===== config.mk =====
export PLATFORM = sky130hd
export DESIGN_NAME = mabs_top
export DESIGN_NICKNAME = d
export VERILOG_FILES = /design/src/design/mabs_pkg.sv /design/src/design/mabs_param_mem.sv /design/src/design/mabs_top.sv
export SDC_FILE = /design/constraint.sdc
export NUM_CORES = 2
export LEC_CHECK = 0
export BUFFER_PORTS_ARGS = -buffer_cell sky130_fd_sc_hd__clkbuf_2
export CAP_MARGIN = 10
export CORE_MARGIN = 10
export CORE_UTILIZATION = 60
export DETAILED_ROUTE_END_ITERATION = 10
export PLACE_DENSITY = 0.77
export SYNTH_ARGS = -nofsm -noshare
export SYNTH_HDL_FRONTEND = slang
export SYNTH_SLANG_ARGS = --single-unit

===== constraint.sdc =====
create_clock -name core_clk -period 41.8 [get_ports core_clk]
set_clock_uncertainty 0.15 [all_clocks]
set_input_delay 2.09 -clock core_clk [delete_from_list [all_inputs] [get_ports core_clk]]
set_output_delay 2.09 -clock core_clk [all_outputs]
set_load 0.01 [all_outputs]

===== src/design/mabs_pkg.sv =====
// Package for the motor autoload and brake supervisor.
// Assumes a single 50 MHz core clock domain.
package mabs_pkg;
  localparam logic [11:0] ADDR_AUTOLOAD   = 12'h1e0;
  localparam logic [11:0] ADDR_BRAKE_CFG  = 12'h1e2;
  localparam logic [11:0] ADDR_BRAKE_STAT = 12'h1e4;
  localparam logic [11:0] ADDR_CLEAR      = 12'h1e6;
  localparam logic [11:0] ADDR_PARAM_BASE = 12'h200;
  localparam int          NUM_PARAMS      = 17;
  localparam logic [7:0]  AUTOLOAD_RST    = 8'h00;
  localparam logic [7:0]  BRAKE_CFG_RST   = 8'h00;
  localparam logic [15:0] MEMVER_MIN      = 16'h0001;
  localparam logic [15:0] FW_VER_TEMP     = 16'h0109;
  localparam int          POLL_MS         = 16;
  localparam int          CLK_HZ          = 50_000_000;
  localparam int          POLL_CYCLES     = POLL_MS * (CLK_HZ / 1000);
  localparam int          P_BRAKE         = 0;
  localparam logic [16:0] MASK_BASE       = 17'h007ff;
  localparam logic [16:0] MASK_MEMVER     = 17'h07800;
  localparam logic [16:0] MASK_FW         = 17'h18000;
  localparam int          ST_OPEN         = 0;
  localparam int          ST_SHORT        = 1;
  localparam int          ST_ABSENT       = 2;
  typedef struct packed {
    logic        wr;
    logic        rd;
    logic [11:0] addr;
    logic [31:0] wdata;
  } mabs_req_t;
  typedef struct packed {
    logic open_circuit;
    logic short_circuit;
    logic brake_absent;
  } mabs_brk_t;
endpackage


===== src/design/mabs_param_mem.sv =====
// Motor parameter store with registered read data.
// Assumes single clock; write port shared by host and loader.
`timescale 1ns/100ps
module mabs_param_mem #(
  parameter int DEPTH = 17,
  parameter int AW    = 5
) (
  input  wire logic          core_clk,
  input  wire logic          sys_rst,
  input  wire logic          we,
  input  wire logic [AW-1:0] waddr,
  input  wire logic [31:0]   wdata,
  input  wire logic [AW-1:0] raddr,
  output logic      [31:0]   rdata
);
  logic [31:0] mem [DEPTH];
  always_ff @(posedge core_clk or posedge sys_rst) begin
    if (sys_rst) begin
      rdata <= 32'h0;
      for (int i = 0; i < DEPTH; i++) begin
        mem[i] <= 32'h0;
      end
    end else begin
      if (we && (int'(waddr) < DEPTH)) begin
        mem[waddr] <= wdata;
      end
      rdata <= (int'(raddr) < DEPTH) ? mem[raddr] : 32'h0;
    end
  end
endmodule // mabs_param_mem


===== src/design/mabs_top.sv =====
// Motor autoload selection, parameter locking and brake circuit supervision.
// Assumes synchronous inputs, one clock, feedback memory streams words by index.
`timescale 1ns/100ps
module mabs_top #(
  parameter int          POLL_CYCLES = mabs_pkg::POLL_CYCLES,
  parameter logic [15:0] FW_VERSION  = 16'h0111
) (
  input  wire logic                core_clk,
  input  wire logic                sys_rst,
  input  wire mabs_pkg::mabs_req_t host_req,
  output logic                     host_ack,
  output logic [31:0]              host_rdata,
  input  wire logic                fb_valid,
  input  wire logic [4:0]          fb_index,
  input  wire logic [31:0]         fb_data,
  input  wire logic [15:0]         feedback_memory_version,
  input  wire mabs_pkg::mabs_brk_t brake_ind,
  output logic                     brake_fault
);
  logic [7:0]  autoload;
  logic [7:0]  next_autoload;
  logic [7:0]  brake_cfg;
  logic [7:0]  next_brake_cfg;
  logic [2:0]  stat;
  logic [2:0]  next_stat;
  logic [16:0] loaded;
  logic [16:0] next_loaded;
  logic [31:0] tick_cnt;
  logic [31:0] next_tick_cnt;
  logic        next_brake_fault;
  logic        host_ack_d;
  logic        rd_mem;
  logic        rd_mem_d;
  logic [31:0] reg_rd;
  logic [31:0] reg_rd_d;
  logic [16:0] eligible;
  logic        host_pwr;
  logic [4:0]  host_idx;
  logic        mem_we;
  logic [4:0]  mem_waddr;
  logic [31:0] mem_wdata;
  logic [31:0] mem_rdata;
  logic        tick;
  logic [2:0]  ind;

  always_comb begin
    eligible = mabs_pkg::MASK_BASE;
    if (feedback_memory_version > mabs_pkg::MEMVER_MIN) begin
      eligible = eligible | mabs_pkg::MASK_MEMVER;
    end
    if (FW_VERSION >= mabs_pkg::FW_VER_TEMP) begin
      eligible = eligible | mabs_pkg::MASK_FW;
    end
  end

  assign host_pwr = host_req.wr && (host_req.addr >= mabs_pkg::ADDR_PARAM_BASE)
                    && (host_req.addr < mabs_pkg::ADDR_PARAM_BASE + 12'(2*mabs_pkg::NUM_PARAMS));
  assign host_idx = 5'((host_req.addr - mabs_pkg::ADDR_PARAM_BASE) >> 1);
  assign tick     = (tick_cnt == 32'(POLL_CYCLES - 1));
  assign ind      = {brake_ind.brake_absent, brake_ind.short_circuit, brake_ind.open_circuit};

  always_comb begin
    next_autoload  = autoload;
    next_brake_cfg = brake_cfg;
    next_loaded    = loaded;
    next_stat      = stat;
    mem_we         = 1'b0;
    mem_waddr      = host_idx;
    mem_wdata      = host_req.wdata;
    if (autoload[0] && fb_valid && (int'(fb_index) < mabs_pkg::NUM_PARAMS)
        && eligible[fb_index]) begin
      mem_we              = 1'b1;
      mem_waddr           = fb_index;
      mem_wdata           = fb_data;
      next_loaded[fb_index] = 1'b1;
      if (int'(fb_index) == mabs_pkg::P_BRAKE) begin
        next_brake_cfg = {7'h0, fb_data[0]};
      end
    end else if (host_pwr && !(autoload[0] && loaded[host_idx])) begin
      mem_we = 1'b1;
    end
    if (!autoload[0]) begin
      next_loaded = 17'h0;
    end
    if (host_req.wr && host_req.addr == mabs_pkg::ADDR_AUTOLOAD) begin
      next_autoload = {7'h0, host_req.wdata[0]};
    end
    if (host_req.wr && host_req.addr == mabs_pkg::ADDR_BRAKE_CFG
        && !(autoload[0] && loaded[mabs_pkg::P_BRAKE])) begin
      next_brake_cfg = {7'h0, host_req.wdata[0]};
    end
    if (host_req.wr && host_req.addr == mabs_pkg::ADDR_CLEAR) begin
      next_stat = stat & ~host_req.wdata[2:0];
    end
    if (tick && brake_cfg[0]) begin
      next_stat = next_stat | ind;
    end
  end

  always_comb begin
    next_tick_cnt = tick ? 32'h0 : tick_cnt + 32'h1;
    next_brake_fault = |next_stat;
    rd_mem = 1'b0;
    reg_rd = 32'h0;
    case (host_req.addr)
      mabs_pkg::ADDR_AUTOLOAD:   reg_rd = {24'h0, autoload};
      mabs_pkg::ADDR_BRAKE_CFG:  reg_rd = {24'h0, brake_cfg};
      mabs_pkg::ADDR_BRAKE_STAT: reg_rd = {29'h0, stat};
      default: begin
        rd_mem = (host_req.addr >= mabs_pkg::ADDR_PARAM_BASE)
                 && (host_req.addr < mabs_pkg::ADDR_PARAM_BASE
                     + 12'(2*mabs_pkg::NUM_PARAMS));
      end
    endcase
  end

  mabs_param_mem #(
    .DEPTH (mabs_pkg::NUM_PARAMS),
    .AW    (5)
  ) u_mem (
    .core_clk (core_clk),
    .sys_rst  (sys_rst),
    .we       (mem_we),
    .waddr    (mem_waddr),
    .wdata    (mem_wdata),
    .raddr    (host_idx),
    .rdata    (mem_rdata)
  );

  always_ff @(posedge core_clk or posedge sys_rst) begin
    if (sys_rst) begin
      autoload    <= mabs_pkg::AUTOLOAD_RST;
      brake_cfg   <= mabs_pkg::BRAKE_CFG_RST;
      stat        <= 3'h0;
      loaded      <= 17'h0;
      tick_cnt    <= 32'h0;
      brake_fault <= 1'b0;
      host_ack_d  <= 1'b0;
      rd_mem_d    <= 1'b0;
      reg_rd_d    <= 32'h0;
      host_ack    <= 1'b0;
      host_rdata  <= 32'h0;
    end else begin
      autoload    <= next_autoload;
      brake_cfg   <= next_brake_cfg;
      stat        <= next_stat;
      loaded      <= next_loaded;
      tick_cnt    <= next_tick_cnt;
      brake_fault <= next_brake_fault;
      host_ack_d  <= host_req.rd | host_req.wr;
      rd_mem_d    <= rd_mem;
      reg_rd_d    <= reg_rd;
      host_ack    <= host_ack_d;
      host_rdata  <= rd_mem_d ? mem_rdata : reg_rd_d;
    end
  end

  AST_LOCKED_WRITE_BLOCKED: assert property (@(posedge core_clk) disable iff (sys_rst)
    (autoload[0] && host_pwr && loaded[host_idx] && !fb_valid) |-> !mem_we)
    else $error("Locked parameter accepted a write");
  AST_NO_LOAD_WHEN_OFF: assert property (@(posedge core_clk) disable iff (sys_rst)
    !autoload[0] |=> (loaded == 17'h0))
    else $error("Loaded mask set while autoload off");
  AST_FREE_WRITE: assert property (@(posedge core_clk) disable iff (sys_rst)
    (host_pwr && !loaded[host_idx] && !fb_valid) |-> mem_we)
    else $error("Unloaded parameter refused write");
  AST_LOAD_WRITES: assert property (@(posedge core_clk) disable iff (sys_rst)
    (autoload[0] && fb_valid && eligible[fb_index] && int'(fb_index) < 17) |=> loaded[$past(fb_index)])
    else $error("Autoload did not mark parameter");
  AST_SELECTOR_BOOL: assert property (@(posedge core_clk) disable iff (sys_rst)
    autoload[7:1] == 7'h0)
    else $error("Selector out of range");
  AST_BRAKE_BOOL: assert property (@(posedge core_clk) disable iff (sys_rst)
    brake_cfg[7:1] == 7'h0)
    else $error("Brake setting out of range");
  AST_IGNORE_ABSENT: assert property (@(posedge core_clk) disable iff (sys_rst)
    (!brake_cfg[0] && stat == 3'h0) |=> stat == 3'h0)
    else $error("Fault raised with no brake configured");
  AST_POLL_PERIOD: assert property (@(posedge core_clk) disable iff (sys_rst)
    tick |=> (tick_cnt == 32'h0))
    else $error("Poll counter did not wrap");
  AST_ABSENT_FAULT: assert property (@(posedge core_clk) disable iff (sys_rst)
    (tick && brake_cfg[0] && brake_ind.brake_absent) |=> ##1 brake_fault)
    else $error("Missing brake not faulted");
  AST_FAULT_LATCH: assert property (@(posedge core_clk) disable iff (sys_rst)
    (stat != 3'h0 && !(host_req.wr && host_req.addr == mabs_pkg::ADDR_CLEAR)) |=> stat != 3'h0)
    else $error("Fault dropped without clear");
endmodule // mabs_top


==> impl_metrics.json <==
{
  "grtUsageTotal_pct": 29.35,
  "die_w_um": 244.8,
  "start_util_pct": 60.54,
  "r2r_setup_slack_ns": 36.87,
  "drive_gt1_share_pct": 21.35,
  "fin_ws_ns": 35.66,
  "timing.rr.end": "u_mem.mem[196]",
  "ir_drop_uv": 30.06,
  "grt-ovfl-total": 0,
  "first_global_vias": 22960,
  "wl_met3_um": 8116,
  "slew_viol_final": 0,
  "ios": 139,
  "vias_per_cell": 7.181,
  "cts-root-buf": "clkbuf_16",
  "hold_path_end": "host_ack",
  "gp_congestion": 0.8560,
  "clk_pin_slew_worst_paths_ns": 0.06,
  "postSynthNetCount": 2498,
  "drt_pass1_iterations": 7,
  "rsz0062_at_grt": "false",
  "synthCells": 2392,
  "wl_met1_um": 34290,
  "synth_edf_count": 0,
  "cp_data_arrival_time_ns": 6.47,
  "dpl_cell_area_sq_um": 31510,
  "synthesis.area_sq_um": 30310,
  "cp.required_ns": 42.13,
  "period_needed_ns": 6.140,
  "grt_first_pass_wirelength_um": 136600,
  "crit_path_start_kind": "input pin",
  "cts_max_path_buffers": 3,
  "seq_area_frac_synth_pct": 55.23,
  "core_sq_um": 50070,
  "hold_path_class": "register to register",
  "dr_total_vias": 22600,
  "htree_levels": 3,
  "ant_nets": 0,
  "setup_viol": 0,
  "antenna_found_initial": 2,
  "wl_per_cell_um": 28.47,
  "p_leak_uw": 0.01449,
  "dp_hpwl_um": 48150,
  "drc": 0,
  "postSynthAreaPerCell_sq_um": 12.67,
  "num-fill-cells": 3666,
  "drt_iter0_markers": 2493,
  "post-cts-setup-buffers": 0,
  "rr_worst_depth": 8,
  "r2r_start": "autoload[0]",
  "die_h_um": 244.8,
  "end_kind": "register",
  "slew_headroom_pct": 17.33,
  "met2_length_um": 43090,
  "path_class": "input pin to register",
  "async_flop_share_pct": 100.0,
  "top_layer": "met4",
  "rows": 82,
  "min_path_cells": 0,
  "port_buffers": 137,
  "ys.warnings.count": 0,
  "maxCapViolCount": 0,
  "fin_crit_sh_pct": 14.69,
  "cp_max_fo": 42,
  "clkLatencyLatePin_ns": 0.60,
  "ys_types": 67,
  "synth_flop_cell": "dfrtp_1",
  "status": "complete, no violations",
  "cts_resized": 0,
  "cts_tree": "done",
  "grt_max_degree": 117,
  "cts.sinks": 669,
  "final.setup.tns_ns": 0,
  "cts_buffers": 70,
  "synth_seq_cells": 669,
  "pwr_density_cell_nw_per_um2": 54.14,
  "wirelength_um": 89600,
  "hold_viol": 0,
  "hp-start": "host_ack_d",
  "dieArea_sq_um": 59910,
  "worstMarginPinSlew_ns": 1.240,
  "place_ws_ns": 35.03,
  "syn_to_final_growth_pct": 11.36,
  "ctsHoldBuffers": 0,
  "final_area_sq_um": 33750,
  "nets": 2536,
  "clock.fmax_mhz": 162.9
}
[worst max path at each step]
stage,start,endpoint,slack [ns],depth (start not counted)
after floorplan,sys_rst,autoload[0],20.81,1
after global placement,host_req[33],u_mem.mem[526],35.05,10
after detailed placement,host_req[33],u_mem.mem[531],35.03,10
after CTS,host_req[33],u_mem.mem[531],35.64,10
after global routing,host_req[33],u_mem.mem[531],35.44,10
final,host_req[34],u_mem.mem[531],35.66,10
[through the flow]
stage / power [uW] / utilization [%] / instances / hold WS, ns
2_1_floorplan: 1126 / - / 2392 / 0.1812
3_3_place_gp: 1182 / 62.94 / 3030 / 0.1849
3_5_place_dp: 1212 / 62.94 / 3030 / 0.2226
4_1_cts: 1828 / 67.41 / 3145 / 0.2210
5_1_grt: 1899 / 67.41 / 3146 / 0.2360
6_report: 1827 / 67.42 / 3147 / 0.2195
[power by group]
| group | internal [uW] | total (uW) | switching (uW) | leakage, uW |
|---|---|---|---|---|
| Clock | 365 | 618 | 253 | 0.00111 |
| Combinational | 180 | 317 | 137 | 0.00499 |
| Sequential | 805 | 893 | 87.8 | 0.00839 |
| Total | 1350 | 1830 | 478 | 0.0145 |
[cell usage in the layout (no fill, tap or decap), types with 7 or more instances in the layout]
cell and count:
dfrtp_1 669, o22a_1 480, mux2i_1 135, clkbuf_2 135, a21oi_1 109, nor2_1 100, nor3_1 75, clkbuf_16 71
nand2_1 66, mux4_2 65, o221ai_1 65, mux2_2 65, buf_4 52, o21ai_0 45, and2_1 35, o221a_2 32
mux2_4 30, nand3_1 14, clkinv_2 14, o21a_1 13, xnor2_1 13, nand4_1 12, xor2_1 12, nor2b_1 10
clkbuf_8 10, clkbuf_1 10, nor4_4 9, nor4_1 7, inv_1 7
[final cells by class]
| type | count | area [sq um] | share of cell area, % |
|---|---|---|---|
| flip-flops and latches | 669 | 16740 | 49.60 |
| inverters | 9 | 41.29 | 0.1223 |
| clock inverters | 24 | 284.0 | 0.8414 |
| well taps | 672 | 840.8 | 2.491 |
| multi-input cells | 1492 | 12810 | 37.95 |
| clock buffers | 91 | 1952 | 5.782 |
| diodes | 2 | 5.005 | 0.01483 |
| repair buffers | 188 | 1081 | 3.203 |
[worst max-delay path, stage by stage]
cell      delay (ns)
buf_4           0.55
buf_4           0.73
mux4_2          0.41
and2_1          0.16
o21ai_1         0.30
a211oi_2        0.09
buf_4           0.22
nor3_4          0.95
buf_4           0.54
mux2_2          0.39
[cell usage after synthesis (34+ instances only)]
master / count / area share, %
o21ai_0: 46 / 0.76
o221ai_1: 65 / 1.9
nand2_1: 67 / 0.83
nor2_1: 100 / 1.2
mux2_2: 65 / 2.4
buf_1: 34 / 0.42
and2_1: 35 / 0.72
clkbuf_1: 126 / 1.6
mux4_2: 65 / 4.8
o22a_1: 480 / 14
nor3_1: 80 / 1.3
a21oi_1: 110 / 1.8
dfrtp_1: 669 / 55
buf_2: 57 / 0.94
mux2i_1: 135 / 4.5
[sequential cells by signal (all words and copies together), names as in the netlist]
| register | count |
|---|---|
| u_mem.mem | 544 |
| host_rdata | 32 |
| tick_cnt | 32 |
| u_mem.rdata | 32 |
| loaded | 17 |
| reg_rd_d | 3 |
| stat | 3 |
| autoload | 1 |
| brake_cfg | 1 |
| brake_fault | 1 |
| host_ack | 1 |
| host_ack_d | 1 |
| rd_mem_d | 1 |
[routing by layer]
layer / vias up / track usage (%)
met5: - / 0
met4: 0 / 14.81
met3: 275 / 5.962
met2: 1175 / 47.48
met1: 11830 / 37.27
li1: 9316 / -
[cells by family after synthesis]
| group | share of synthesized area (%) |
|---|---|
| adder cells (fa/ha/maj) | 0.04127 |
| XOR/XNOR | 0.7224 |
| AO/OA/AOI/OAI | 21.01 |
| flip-flops | 55.23 |
| multiplexers | 13.37 |
| buffers and inverters | 3.220 |
| AND/OR/NAND/NOR | 6.402 |
No activity file was read; power rests on OpenSTA's default activity.
